[config.mk]
export PLATFORM = sky130hd
export DESIGN_NAME = hbrl_top
export DESIGN_NICKNAME = d
export VERILOG_FILES = /design/src/hbrl_pkg.sv /design/src/hbrl_cfg_if.sv /design/src/hbrl_decide.sv /design/src/hbrl_top.sv
export SDC_FILE = /design/constraint.sdc
export NUM_CORES = 1
export LEC_CHECK = 0
export BUFFER_PORTS_ARGS = -buffer_cell sky130_fd_sc_hd__buf_2
export CAP_MARGIN = 10
export CORE_UTILIZATION = 59
export CTS_CLUSTER_SIZE = 28
export DETAILED_ROUTE_END_ITERATION = 7
export PLACE_DENSITY_LB_ADDON = 0.08
export SLEW_MARGIN = 20
export SYNTH_ARGS = -nofsm -noshare
export SYNTH_HDL_FRONTEND = slang
export SYNTH_SLANG_ARGS = --single-unit
[constraint.sdc]
create_clock -name CORE_CLK -period 4.45 [get_ports CORE_CLK]
set_clock_uncertainty 0.05 [all_clocks]
set_input_delay 0.2225 -clock CORE_CLK [delete_from_list [all_inputs] [get_ports CORE_CLK]]
set_output_delay 0.2225 -clock CORE_CLK [all_outputs]
set_load 0.005 [all_outputs]
[src/hbrl_pkg.sv]
package hbrl_pkg;
  // ==================================================
  // Register map
  // ==================================================
  localparam logic [11:0] ADDR_CURRENT_LVL = 12'h000; // Percent
  localparam logic [11:0] ADDR_FREQ_LVL = 12'h004; // 0.1 Hz units
  localparam logic [11:0] ADDR_DELAY = 12'h008; // 0.1 s units
  localparam logic [11:0] ADDR_TORQUE_LVL = 12'h00C; // Percent
  localparam logic [11:0] ADDR_COND_SEL = 12'h010; // Condition bits
  localparam logic [11:0] ADDR_CONTROL = 12'h014; // Bit0 vector mode
  localparam logic [11:0] ADDR_STATUS = 12'h018; // Live state
  // ==================================================
  // Fields and limits
  // ==================================================
  localparam int QUICK_BIT = 2; // Current response bit
  localparam int VECTOR_BIT = 0; // Control mode bit
  localparam logic [15:0] CURRENT_MAX = 16'h012C; // 300 percent
  localparam logic [15:0] TORQUE_MAX = 16'h012C; // 300 percent
  localparam logic [15:0] FREQ_MAX = 16'h00FA; // 25.0 Hz
  localparam logic [15:0] DELAY_MAX = 16'h0032; // 5.0 s
  localparam logic [15:0] RST_LEVEL = 16'h0064; // 100 percent
  localparam logic [15:0] RST_FREQ = 16'h0032; // 5.0 Hz
  localparam logic [15:0] RST_DELAY = 16'h0005; // 0.5 s
  localparam logic [7:0] RST_COND = 8'h00; // Slow response
  // ==================================================
  // Timing
  // ==================================================
  localparam int CLK_HZ = 20000000; // CORE_CLK rate
  localparam int TICK_MS = 100; // Delay step, ms
  localparam int TICK_CYCLES = CLK_HZ / 1000 * TICK_MS;
  localparam int FILT_SHIFT = 3; // Slow filter weight 1/8
endpackage

[src/hbrl_cfg_if.sv]
`timescale 1ns/1ps
// ==================================================
// Settings carried to the decision core
// ==================================================
interface hbrl_cfg_if;
  logic [15:0] current_lvl; // Percent
  logic [15:0] freq_lvl; // 0.1 Hz
  logic [15:0] torque_lvl; // Percent
  logic [15:0] delay_steps; // 0.1 s
  logic quick; // Quick current response
  logic vector_mode; // Vector control active
  modport src (output current_lvl, freq_lvl, torque_lvl, delay_steps,
               quick, vector_mode);
  modport dst (input current_lvl, freq_lvl, torque_lvl, delay_steps,
               quick, vector_mode);
endinterface

[src/hbrl_decide.sv]
`timescale 1ns/1ps
// ==================================================
// Release decision core
// ==================================================
module hbrl_decide #(
  parameter int TICK_CYCLES = hbrl_pkg::TICK_CYCLES
) (
  input wire logic clk,
  input wire logic rst,
  hbrl_cfg_if.dst cfg,
  input wire logic [15:0] current, // Percent, same clock
  input wire logic [15:0] freq, // 0.1 Hz
  input wire logic [15:0] torque, // Percent
  output logic release_q,
  output logic cond_now,
  output logic [15:0] filt_cur
);
  logic [15:0] filt_q, filt_d; // Filtered current
  logic [31:0] tick_q, tick_d; // Cycles within one step
  logic [15:0] step_q, step_d; // Elapsed steps
  logic rel_d;
  logic [15:0] cur_used;
  logic [16:0] diff;

  // Choose current path and evaluate the three conditions
  always_comb begin
    diff = {1'b0, current} - {1'b0, filt_q};
    // Slow path lags the real rise a little
    filt_d = filt_q + 16'(($signed(diff)) >>> hbrl_pkg::FILT_SHIFT);
    if (current == 16'h0000) begin
      filt_d = 16'h0000;
    end
    cur_used = cfg.quick ? current : filt_q;
    cond_now = (cur_used > cfg.current_lvl)
      || (!cfg.vector_mode && freq > cfg.freq_lvl)
      || (cfg.vector_mode && torque > cfg.torque_lvl);
  end

  // Delay timer: restarts whenever no condition holds
  always_comb begin
    tick_d = tick_q;
    step_d = step_q;
    rel_d = release_q;
    if (!cond_now) begin
      tick_d = '0;
      step_d = '0;
      rel_d = 1'b0;
    end else if (step_q >= cfg.delay_steps) begin
      rel_d = 1'b1;
    end else if (tick_q == 32'(TICK_CYCLES - 1)) begin
      tick_d = '0;
      step_d = step_q + 16'h0001;
    end else begin
      tick_d = tick_q + 32'h00000001;
    end
  end

  // Registers only
  always_ff @(posedge clk) begin
    if (rst) begin
      filt_q <= 16'h0000;
      tick_q <= 32'h00000000;
      step_q <= 16'h0000;
      release_q <= 1'b0;
    end else begin
      filt_q <= filt_d;
      tick_q <= tick_d;
      step_q <= step_d;
      release_q <= rel_d;
    end
  end
  assign filt_cur = filt_q;

  chk_release_drop: assert property (@(posedge clk) disable iff (rst)
    !cond_now |=> !release_q) else $error("release kept");
  chk_release_cause: assert property (@(posedge clk) disable iff (rst)
    $rose(release_q) |-> $past(step_q) >= cfg.delay_steps)
    else $error("early release");
  chk_release_hold: assert property (@(posedge clk) disable iff (rst)
    release_q && cond_now |=> release_q) else $error("release lost");
endmodule

[src/hbrl_top.sv]
// Decided for this implementation: register access over APB and the register offsets.
`timescale 1ns/1ps
// ==================================================
// Brake release logic with APB settings
// ==================================================
module hbrl_top #(
  parameter int TICK_CYCLES = hbrl_pkg::TICK_CYCLES
) (
  input wire logic CORE_CLK,
  input wire logic RESET,
  input wire logic PSEL,
  input wire logic PENABLE,
  input wire logic PWRITE,
  input wire logic [11:0] PADDR,
  input wire logic [31:0] PWDATA,
  output logic [31:0] PRDATA,
  output logic PREADY,
  output logic PSLVERR,
  input wire logic [15:0] OUT_CURRENT,
  input wire logic [15:0] OUT_FREQ,
  input wire logic [15:0] TORQUE_CMD,
  output logic BRAKE_RELEASE_SIGNAL
);
  hbrl_cfg_if cfg ();
  logic [15:0] cur_q, cur_d, frq_q, frq_d, trq_q, trq_d, dly_q, dly_d;
  logic [7:0] sel_q, sel_d; // Braking condition select
  logic vec_q, vec_d; // Vector mode
  logic [31:0] rd_q, rd_d;
  logic rdy_q, rdy_d, err_q, err_d;
  logic rel, cond;
  logic [15:0] filt;
  logic setup, wr;

  assign cfg.current_lvl = cur_q;
  assign cfg.freq_lvl = frq_q;
  assign cfg.torque_lvl = trq_q;
  assign cfg.delay_steps = dly_q;
  assign cfg.quick = sel_q[hbrl_pkg::QUICK_BIT];
  assign cfg.vector_mode = vec_q;

  // Settings clamp to their legal ranges on write
  function automatic logic [15:0] clamp(input logic [31:0] v,
                                        input logic [15:0] mx);
    clamp = (v > {16'h0000, mx}) ? mx : v[15:0];
  endfunction

  // Zero-wait APB: answer in the cycle after setup
  always_comb begin
    setup = PSEL && !PENABLE;
    wr = PSEL && PENABLE && PWRITE && rdy_q;
    cur_d = cur_q;
    frq_d = frq_q;
    trq_d = trq_q;
    dly_d = dly_q;
    sel_d = sel_q;
    vec_d = vec_q;
    rd_d = rd_q;
    err_d = 1'b0;
    rdy_d = setup;
    if (setup) begin
      rd_d = 32'h00000000;
      unique case (PADDR)
        hbrl_pkg::ADDR_CURRENT_LVL: rd_d = {16'h0000, cur_q};
        hbrl_pkg::ADDR_FREQ_LVL: rd_d = {16'h0000, frq_q};
        hbrl_pkg::ADDR_DELAY: rd_d = {16'h0000, dly_q};
        hbrl_pkg::ADDR_TORQUE_LVL: rd_d = {16'h0000, trq_q};
        hbrl_pkg::ADDR_COND_SEL: rd_d = {24'h000000, sel_q};
        hbrl_pkg::ADDR_CONTROL: rd_d = {31'h00000000, vec_q};
        hbrl_pkg::ADDR_STATUS: rd_d = {14'h0000, cond, rel, filt};
        default: err_d = 1'b1; // Unmapped
      endcase
    end
    if (wr) begin
      unique case (PADDR)
        hbrl_pkg::ADDR_CURRENT_LVL: cur_d = clamp(PWDATA,
          hbrl_pkg::CURRENT_MAX);
        hbrl_pkg::ADDR_FREQ_LVL: frq_d = clamp(PWDATA,
          hbrl_pkg::FREQ_MAX);
        hbrl_pkg::ADDR_DELAY: dly_d = clamp(PWDATA,
          hbrl_pkg::DELAY_MAX);
        hbrl_pkg::ADDR_TORQUE_LVL: trq_d = clamp(PWDATA,
          hbrl_pkg::TORQUE_MAX);
        hbrl_pkg::ADDR_COND_SEL: sel_d = PWDATA[7:0];
        hbrl_pkg::ADDR_CONTROL: vec_d = PWDATA[hbrl_pkg::VECTOR_BIT];
        default: ;
      endcase
    end
  end

  // Registers only
  always_ff @(posedge CORE_CLK) begin
    if (RESET) begin
      cur_q <= hbrl_pkg::RST_LEVEL;
      frq_q <= hbrl_pkg::RST_FREQ;
      trq_q <= hbrl_pkg::RST_LEVEL;
      dly_q <= hbrl_pkg::RST_DELAY;
      sel_q <= hbrl_pkg::RST_COND;
      vec_q <= 1'b0;
      rd_q <= 32'h00000000;
      rdy_q <= 1'b0;
      err_q <= 1'b0;
      BRAKE_RELEASE_SIGNAL <= 1'b0;
    end else begin
      cur_q <= cur_d;
      frq_q <= frq_d;
      trq_q <= trq_d;
      dly_q <= dly_d;
      sel_q <= sel_d;
      vec_q <= vec_d;
      rd_q <= rd_d;
      rdy_q <= rdy_d;
      err_q <= err_d;
      BRAKE_RELEASE_SIGNAL <= rel;
    end
  end
  assign PRDATA = rd_q;
  assign PREADY = rdy_q;
  assign PSLVERR = err_q;

  hbrl_decide #(.TICK_CYCLES(TICK_CYCLES)) u_decide (
    .clk(CORE_CLK),
    .rst(RESET),
    .cfg(cfg),
    .current(OUT_CURRENT),
    .freq(OUT_FREQ),
    .torque(TORQUE_CMD),
    .release_q(rel),
    .cond_now(cond),
    .filt_cur(filt)
  );

  chk_apb_ready: assert property (@(posedge CORE_CLK) disable iff (RESET)
    PSEL && !PENABLE |=> PREADY) else $error("no ready");
  chk_ready_pulse: assert property (@(posedge CORE_CLK) disable iff (RESET)
    PREADY |=> !PREADY) else $error("ready held");
  chk_brake_follow: assert property (@(posedge CORE_CLK) disable iff (RESET)
    BRAKE_RELEASE_SIGNAL == $past(rel)) else $error("brake lag");
  chk_freq_vector: assert property (@(posedge CORE_CLK) disable iff (RESET)
    vec_q && filt <= cur_q && OUT_CURRENT <= cur_q
    && TORQUE_CMD <= trq_q |-> !cond) else $error("freq in vector");
endmodule

==> results of run 1 <==
==> final timing paths <==
kind	startpoint	depth (start not counted)	to	slack, ns
hold reg to reg	sel_q[3]$_SDFFE_PP0P_	2	sel_q[3]$_SDFFE_PP0P_	0.41
setup / recovery	u_decide.filt_cur[2]$_SDFF_PP0_	19	u_decide.filt_cur[15]$_SDFF_PP0_	0.53
setup reg to reg	u_decide.filt_cur[2]$_SDFF_PP0_	19	u_decide.filt_cur[15]$_SDFF_PP0_	0.53
hold / removal	PWDATA[5]	3	sel_q[5]$_SDFFE_PP0P_	0.06
==> power by group through the flow <==
| stage | Sequential [mW] | Combinational (mW) | Clock (mW) |
|---|---|---|---|
| detailed placement | 1.60 | 1.75 | 0 |
| global placement | 1.60 | 1.71 | 0 |
| CTS | 1.57 | 1.78 | 1.64 |
| global route | 1.58 | 2.03 | 1.70 |
| finish | 1.57 | 1.80 | 1.63 |
| floorplan | 1.58 | 1.39 | 0 |
==> tightest hold or removal path: stages <==
cell and delay (ns):
buf_2 0.13, nand2_1 0.08, a21oi_1 0.07
==> placed cells by master, fill, tap and decap left out, drive strengths merged, types with 11 or more instances in the layout <==
master  Yosys  final
ha         97     97
nor4       16     16
or3        25     25
o31ai      21     21
xnor2      20     20
a21oi      86     86
or4        18     18
a211oi     36     36
buf        31    126
nor2      102    102
a22oi      11     11
nor2b      14     14
o21ai      62     62
xor2       13     13
a21o       19     19
mux4       15     15
nor3       68     68
and3       13     13
conb        1     14
nand3      33     33
dfxtp     159    159
clkbuf     39     17
nand4      22     22
nand2     102    102
inv        95    103
o21a       12     12
==> flip-flops by register name (all words and copies together) (netlist names), 8 cells and up <==
| register | count |
|---|---|
| u_decide.filt_cur | 16 |
| cfg.torque_lvl | 16 |
| cfg.current_lvl | 16 |
| sel_q | 8 |
| cfg.delay_steps | 16 |
| PRDATA | 18 |
| u_decide.step_q | 16 |
| cfg.freq_lvl | 16 |
| u_decide.tick_q | 32 |
==> metrics by stage <==
stage | setup WS (ns) | cells | utilization, % | cell area [um^2] | hold slack [ns]
global placement | 0.5247 | 1503 | 64.39 | 10720 | 0.3906
detailed placement | 0.4014 | 1503 | 64.39 | 10720 | 0.3977
floorplan | 0.8377 | 1227 | - | 10110 | 0.2966
finish | 0.5250 | 1535 | 68.30 | 11370 | 0.06028
global route | 0.02240 | 1535 | 68.30 | 11370 | 0.05339
CTS | 0.3789 | 1535 | 68.27 | 11360 | 0.04222
==> routing by layer <==
metal  routed length (um)  global-route usage [%]  vias up
met5                    0                       0        -
met4                  628                   11.81        0
met3                 1578                   5.479       38
met2                13350                   54.36      299
met1                11400                   39.33     4348
li1                     -                       -     4566
==> area by class of cell <==
class                   instances  area (um^2)  area share, %
multi-input cells             903         6241          54.90
flip-flops and latches        159         3183          28.00
repair buffers                126        665.6          5.856
clock buffers                  17        425.4          3.742
inverters                      95        356.6          3.137
well taps                     220        275.3          2.422
clock inverters                15        220.2          1.937
==> cell families (layout without fill, tap and decap cells) <==
kind of cell    after synthesis  after routing  synth area share (%)
fa+ha+maj                    98             98                 12.26
compound gates              289            289                 19.32
flops                       159            159                 31.64
mux                          20             20                 3.856
buf+inv                     165            253                 7.114
xor+xnor                     33             33                 2.873
other cells                   1             14               0.03728
simple gates                449            449                 22.90
==> what timing repair did <==
action                     4_1_cts  5_1_grt
setup buffers                    0        0
setup endpoints to repair        0        1
resized for setup                0        1
==> results.json, run 1 <==
{
  "die_h_um": 132.6,
  "final_hold_viol_count": 0,
  "via_count": 9251,
  "overflow": 0,
  "crit_path_start_kind": "flip-flop",
  "synthFlopType": "dfxtp_1",
  "core_um2": 16640,
  "clk_pin_slew_ns": 0.07,
  "syn_avg_cell_area_um2": 8.286,
  "cp_slowest_stage_delay_ns": 0.36,
  "clk_root_buffer_cell": "clkbuf_16",
  "power_density_nw_per_um2": 439.9,
  "max_freq_mhz": 254.8,
  "synth-async-reset-ratio_pct": 0,
  "vias_per_cell": 6.027,
  "drive_above_1_share_pct": 15.59,
  "firstDrtPassIters": 6,
  "fillCellCount": 1427,
  "cts_buffer_depth": 2,
  "period_minus_slack_ns": 3.925,
  "cts_hold_buffers": 0,
  "yosysSeqAreaShare_pct": 31.64,
  "gp_congestion": 0.9108,
  "finalNetCount": 1497,
  "drcViolationCount": 0,
  "cts_tree": "yes",
  "internal-power_mw": 3.235,
  "syn_area_um2": 10060,
  "seqPwrFrac_pct": 31.5,
  "path_max_fanout": 4,
  "die_w_um": 132.6,
  "ant_nets": 0,
  "cp.buffers_inverters": 1,
  "synth_edf_count": 0,
  "final.period_utilization_pct": 88.20,
  "crit_type": "flip-flop to flip-flop",
  "rsz0062_at_grt": "false",
  "hold_class": "primary input to flip-flop",
  "yosysMostFrequentCell": "dfxtp_1",
  "clock-sinks": 159,
  "slowest_stage": "dfxtp_1",
  "htree_levels": 4,
  "grt_usage_pct": 31.54,
  "drt-initial-drc-count": 772,
  "synth_top_area_share_pct": 31.64,
  "yosys-top-cells-area": "dfxtp_1 32%, ha_1 12%, a21oi_1 4.3%",
  "slew_viol_final": 0,
  "worst_pin_slew_ns": 1.016,
  "synth_common_cells": "159 x dfxtp_1, 101 x nand2_1, 99 x nor2_1",
  "cts_buffers": 17,
  "grt_max_degree": 84,
  "crit_chain": "inv_1 > ha_1 > a21oi_1 > o21ai_1 > a211oi_2 > a21oi_1 > o21a_1 > o21a_1 > nor2_1 > xnor2_1 > ha_1 > nor2_1 > a21oi_1 > o21ai_0 > o211ai_1 > nor3b_1 > a311oi_1 > or3_1 > a21oi_1",
  "dieArea_um2": 17580,
  "netlist_instances": 1214,
  "synth_largest_area_cell": "dfxtp_1",
  "drv_cap": 0,
  "cp_top_family": "compound AO/OA/AOI/OAI gates",
  "setup_tns_ns": 0,
  "ys_types": 74,
  "switching_power_mw": 1.764,
  "drt-wirelength-per-cell_um": 17.56,
  "diodes": 0,
  "comb_power_share_pct": 35.9,
  "grt_pass1_wl_mm": 44.05,
  "end_kind": "flip-flop",
  "worst_ep_required_time_ns": 4.76,
  "antenna_found_initial": 0,
  "ir_drop_mv": 0.2997,
  "rows": 47,
  "insertion_delay_ns": 0.44,
  "grt_pass1_vias": 8842,
  "power_mw": 5.000,
  "cpMostUsedCell": "a21oi_1",
  "setup_viol": 0,
  "sw_frac_of_total_pct": 35.29,
  "area_growth_pct": 13.00,
  "synth-seq-cells": 159,
  "yosysWarnings": 0,
  "maxSlewHeadroom_pct": 32.06,
  "p_leak_nw": 4.464,
  "arrival_ns": 4.24,
  "portBuffers": 117,
  "status": "complete, no violations",
  "dp_hpwl_mm": 20.09,
  "pwr-share-clk_pct": 32.6,
  "routed_wl_mm": 26.96,
  "start_util_pct": 60.45,
  "pin_count": 132
}
No activity file was read; power rests on OpenSTA's default activity.
==> run 2: changes to the inputs <==
PLACE_DENSITY = 0.83   (was default)
PLACE_DENSITY_LB_ADDON = default   (was 0.08)
==> run 2 against run 1 <==
Total power shrank 4.2%. Maximum frequency shrank 3.3%. Routed wire length shrank 1.3%. Cell count shrank 0.26%. First-iteration DRC count shrank 12%. Sequential power is essentially flat. Via count grew 0.79%. Sequential share of layout area grew 0.24 points. Cell area shrank 0.85%. Clock-buffer cell count grew 7. Sequential cell count is the same. Largest cell class unchanged. Highest routed layer unchanged.
==> results.json, run 2 (same netlist as run 1, synthesis figures left out) <==
{
  "grt_pass1_wl_mm": 43.61,
  "area_growth_pct": 12.04,
  "rsz0062_at_grt": "false",
  "diodes": 0,
  "ant_nets": 0,
  "rr_startpoint": "u_decide.filt_cur[2]$_SDFF_PP0_",
  "cp_slowest_stage_delay_ns": 0.44,
  "cts_buffer_depth": 2,
  "hold_class": "primary input to flip-flop",
  "final_hold_viol_count": 0,
  "largest_reg_flops": 32,
  "setup_viol": 0,
  "grt_max_degree": 57,
  "die_h_um": 132.6,
  "final.period_utilization_pct": 91.24,
  "rr_worst_depth": 17,
  "cts_tree": "yes",
  "min_to": "sel_q[5]$_SDFFE_PP0P_",
  "cp_top_family": "compound AO/OA/AOI/OAI gates",
  "crit_chain": "inv_1 > ha_1 > a21oi_1 > o21ai_1 > a211oi_2 > a21oi_1 > o21a_1 > nor3_1 > nor2_1 > ha_1 > or3_1 > o21ai_0 > a21oi_1 > a211o_1 > o41ai_1 > o21ai_0 > mux2i_1",
  "seqPwrFrac_pct": 32.9,
  "portBuffers": 117,
  "drt-wirelength-per-cell_um": 17.37,
  "finalNetCount": 1495,
  "sw_frac_of_total_pct": 35.07,
  "cts_hold_buffers": 0,
  "fillCellCount": 1348,
  "via_count": 9324,
  "comb_power_share_pct": 37.8,
  "min_delay_path_depth": 3,
  "maxSlewHeadroom_pct": 28.41,
  "pin_count": 132,
  "worst_ep_required_time_ns": 4.72,
  "clk_pin_slew_ns": 0.06,
  "crit_path_start_kind": "flip-flop",
  "grt_usage_pct": 31.11,
  "drv_cap": 0,
  "power_density_nw_per_um2": 425.1,
  "clock-sinks": 159,
  "r2r_setup_slack_ns": 0.39,
  "rows": 47,
  "dp_hpwl_mm": 19.80,
  "drcViolationCount": 0,
  "p_leak_nw": 4.418,
  "die_w_um": 132.6,
  "status": "complete, no violations",
  "rr_endpoint": "u_decide.filt_cur[14]$_SDFF_PP0_",
  "overflow": 0,
  "slew_viol_final": 0,
  "internal-power_mw": 3.111,
  "insertion_delay_ns": 0.44,
  "worst_pin_slew_ns": 1.071,
  "layout_common_cells": "159 x dfxtp_1, 117 x buf_2, 101 x nand2_1",
  "regMostFlops": "u_decide.tick_q",
  "routed_wl_mm": 26.60,
  "grt_pass1_vias": 8925,
  "gp_congestion": 0.9046,
  "cp.buffers_inverters": 1,
  "period_minus_slack_ns": 4.060,
  "clk_root_buffer_cell": "clkbuf_16",
  "ir_drop_mv": 0.2849,
  "end_kind": "flip-flop",
  "vias_per_cell": 6.090,
  "switching_power_mw": 1.681,
  "antenna_found_initial": 1,
  "max_freq_mhz": 246.3,
  "hp-start": "PWDATA[5]",
  "power_mw": 4.791,
  "arrival_ns": 4.33,
  "drive_above_1_share_pct": 15.26,
  "htree_levels": 4,
  "path_max_fanout": 4,
  "drt-initial-drc-count": 681,
  "dieArea_um2": 17580,
  "core_um2": 16640,
  "crit_type": "flip-flop to flip-flop",
  "firstDrtPassIters": 7,
  "start_util_pct": 60.45,
  "pwr-share-clk_pct": 29.3,
  "setup_tns_ns": 0,
  "slowest_stage": "o41ai_1",
  "cts_buffers": 17,
  "final_common_cell": "dfxtp_1",
  "cpMostUsedCell": "a21oi_1"
}
==> run 2: cell types whose count changed in the layout (fill, tap and decap cells not counted), sizes merged <==
cell / previous run / this run
buf: 126 / 124
bufinv: 4 / 1
clkbuf: 17 / 24
clkinv: 2 / 4
inv: 103 / 95
==> run 2: per-stage QoR <==
step | hold slack, ns | setup slack [ns] | utilization (%) | std cells | instance area (um^2)
after global routing | 0.06418 | 0.07600 | 67.72 | 1531 | 11270
after CTS | 0.02964 | 0.3009 | 67.69 | 1531 | 11270
after floorplan | 0.2966 | 0.8377 | - | 1227 | 10110
after global placement | 0.3952 | 0.5498 | 64.30 | 1501 | 10700
after detailed placement | 0.3959 | 0.3522 | 64.33 | 1501 | 10710
final | 0.05203 | 0.3899 | 67.72 | 1531 | 11270
==> run 2: repair_timing <==
item                                    in CTS  in global routing
resized for setup                            0                  1
buffers inserted                             0                  0
endpoints found under the setup margin       0                  3
==> run 2: final cells by class <==
cell class,count,area [um^2],share of cell area (%)
tap,220,275.3,2.442
timing repair buffer,124,650.6,5.773
sequential,159,3183,28.24
clock buffer,24,501.7,4.452
multi-input combinational,903,6246,55.42
inverter,95,356.6,3.164
clock inverter,6,57.56,0.5107
==> run 2: metal layers <==
layer	up-vias	track usage, %	share of wire (%)
li1	4546	-	-
met1	4365	38.84	42
met2	340	52.16	48
met3	73	5.441	6.7
met5	-	0	0
met4	0	14.62	3.8
==> run 2: worst max-delay path by stage <==
| stage | startpoint | end | slack (ns) | depth (start not counted) |
|---|---|---|---|---|
| 6_report | u_decide.filt_cur[2]$_SDFF_PP0_ | u_decide.filt_cur[14]$_SDFF_PP0_ | 0.39 | 17 |
| 5_1_grt | u_decide.filt_cur[2]$_SDFF_PP0_ | u_decide.filt_cur[14]$_SDFF_PP0_ | 0.08 | 17 |
| 4_1_cts | u_decide.filt_cur[2]$_SDFF_PP0_ | u_decide.filt_cur[14]$_SDFF_PP0_ | 0.30 | 17 |
| 3_5_place_dp | u_decide.filt_cur[2]$_SDFF_PP0_ | u_decide.filt_cur[15]$_SDFF_PP0_ | 0.35 | 18 |
| 3_3_place_gp | u_decide.filt_cur[2]$_SDFF_PP0_ | u_decide.filt_cur[15]$_SDFF_PP0_ | 0.55 | 19 |
| 2_1_floorplan | u_decide.filt_cur[2]$_SDFF_PP0_ | u_decide.filt_cur[14]$_SDFF_PP0_ | 0.84 | 16 |
==> run 2: worst reg2reg max path, cell delays in order (launching register included) <==
cell	delay [ns]
dfxtp_1	0.37
inv_1	0.07
ha_1	0.30
a21oi_1	0.19
o21ai_1	0.14
a211oi_2	0.34
a21oi_1	0.17
o21a_1	0.22
nor3_1	0.14
nor2_1	0.08
ha_1	0.23
or3_1	0.37
o21ai_0	0.09
a21oi_1	0.09
a211o_1	0.31
o41ai_1	0.44
o21ai_0	0.21
mux2i_1	0.15
==> run 2: power by group through the flow <==
| stage | clock, mW | sequential [mW] | combinational [mW] |
|---|---|---|---|
| after floorplan | 0 | 1.58 | 1.39 |
| after global placement | 0 | 1.60 | 1.70 |
| after detailed placement | 0 | 1.60 | 1.74 |
| after CTS | 1.41 | 1.57 | 1.78 |
| after global routing | 1.47 | 1.58 | 2.02 |
| final | 1.41 | 1.58 | 1.81 |
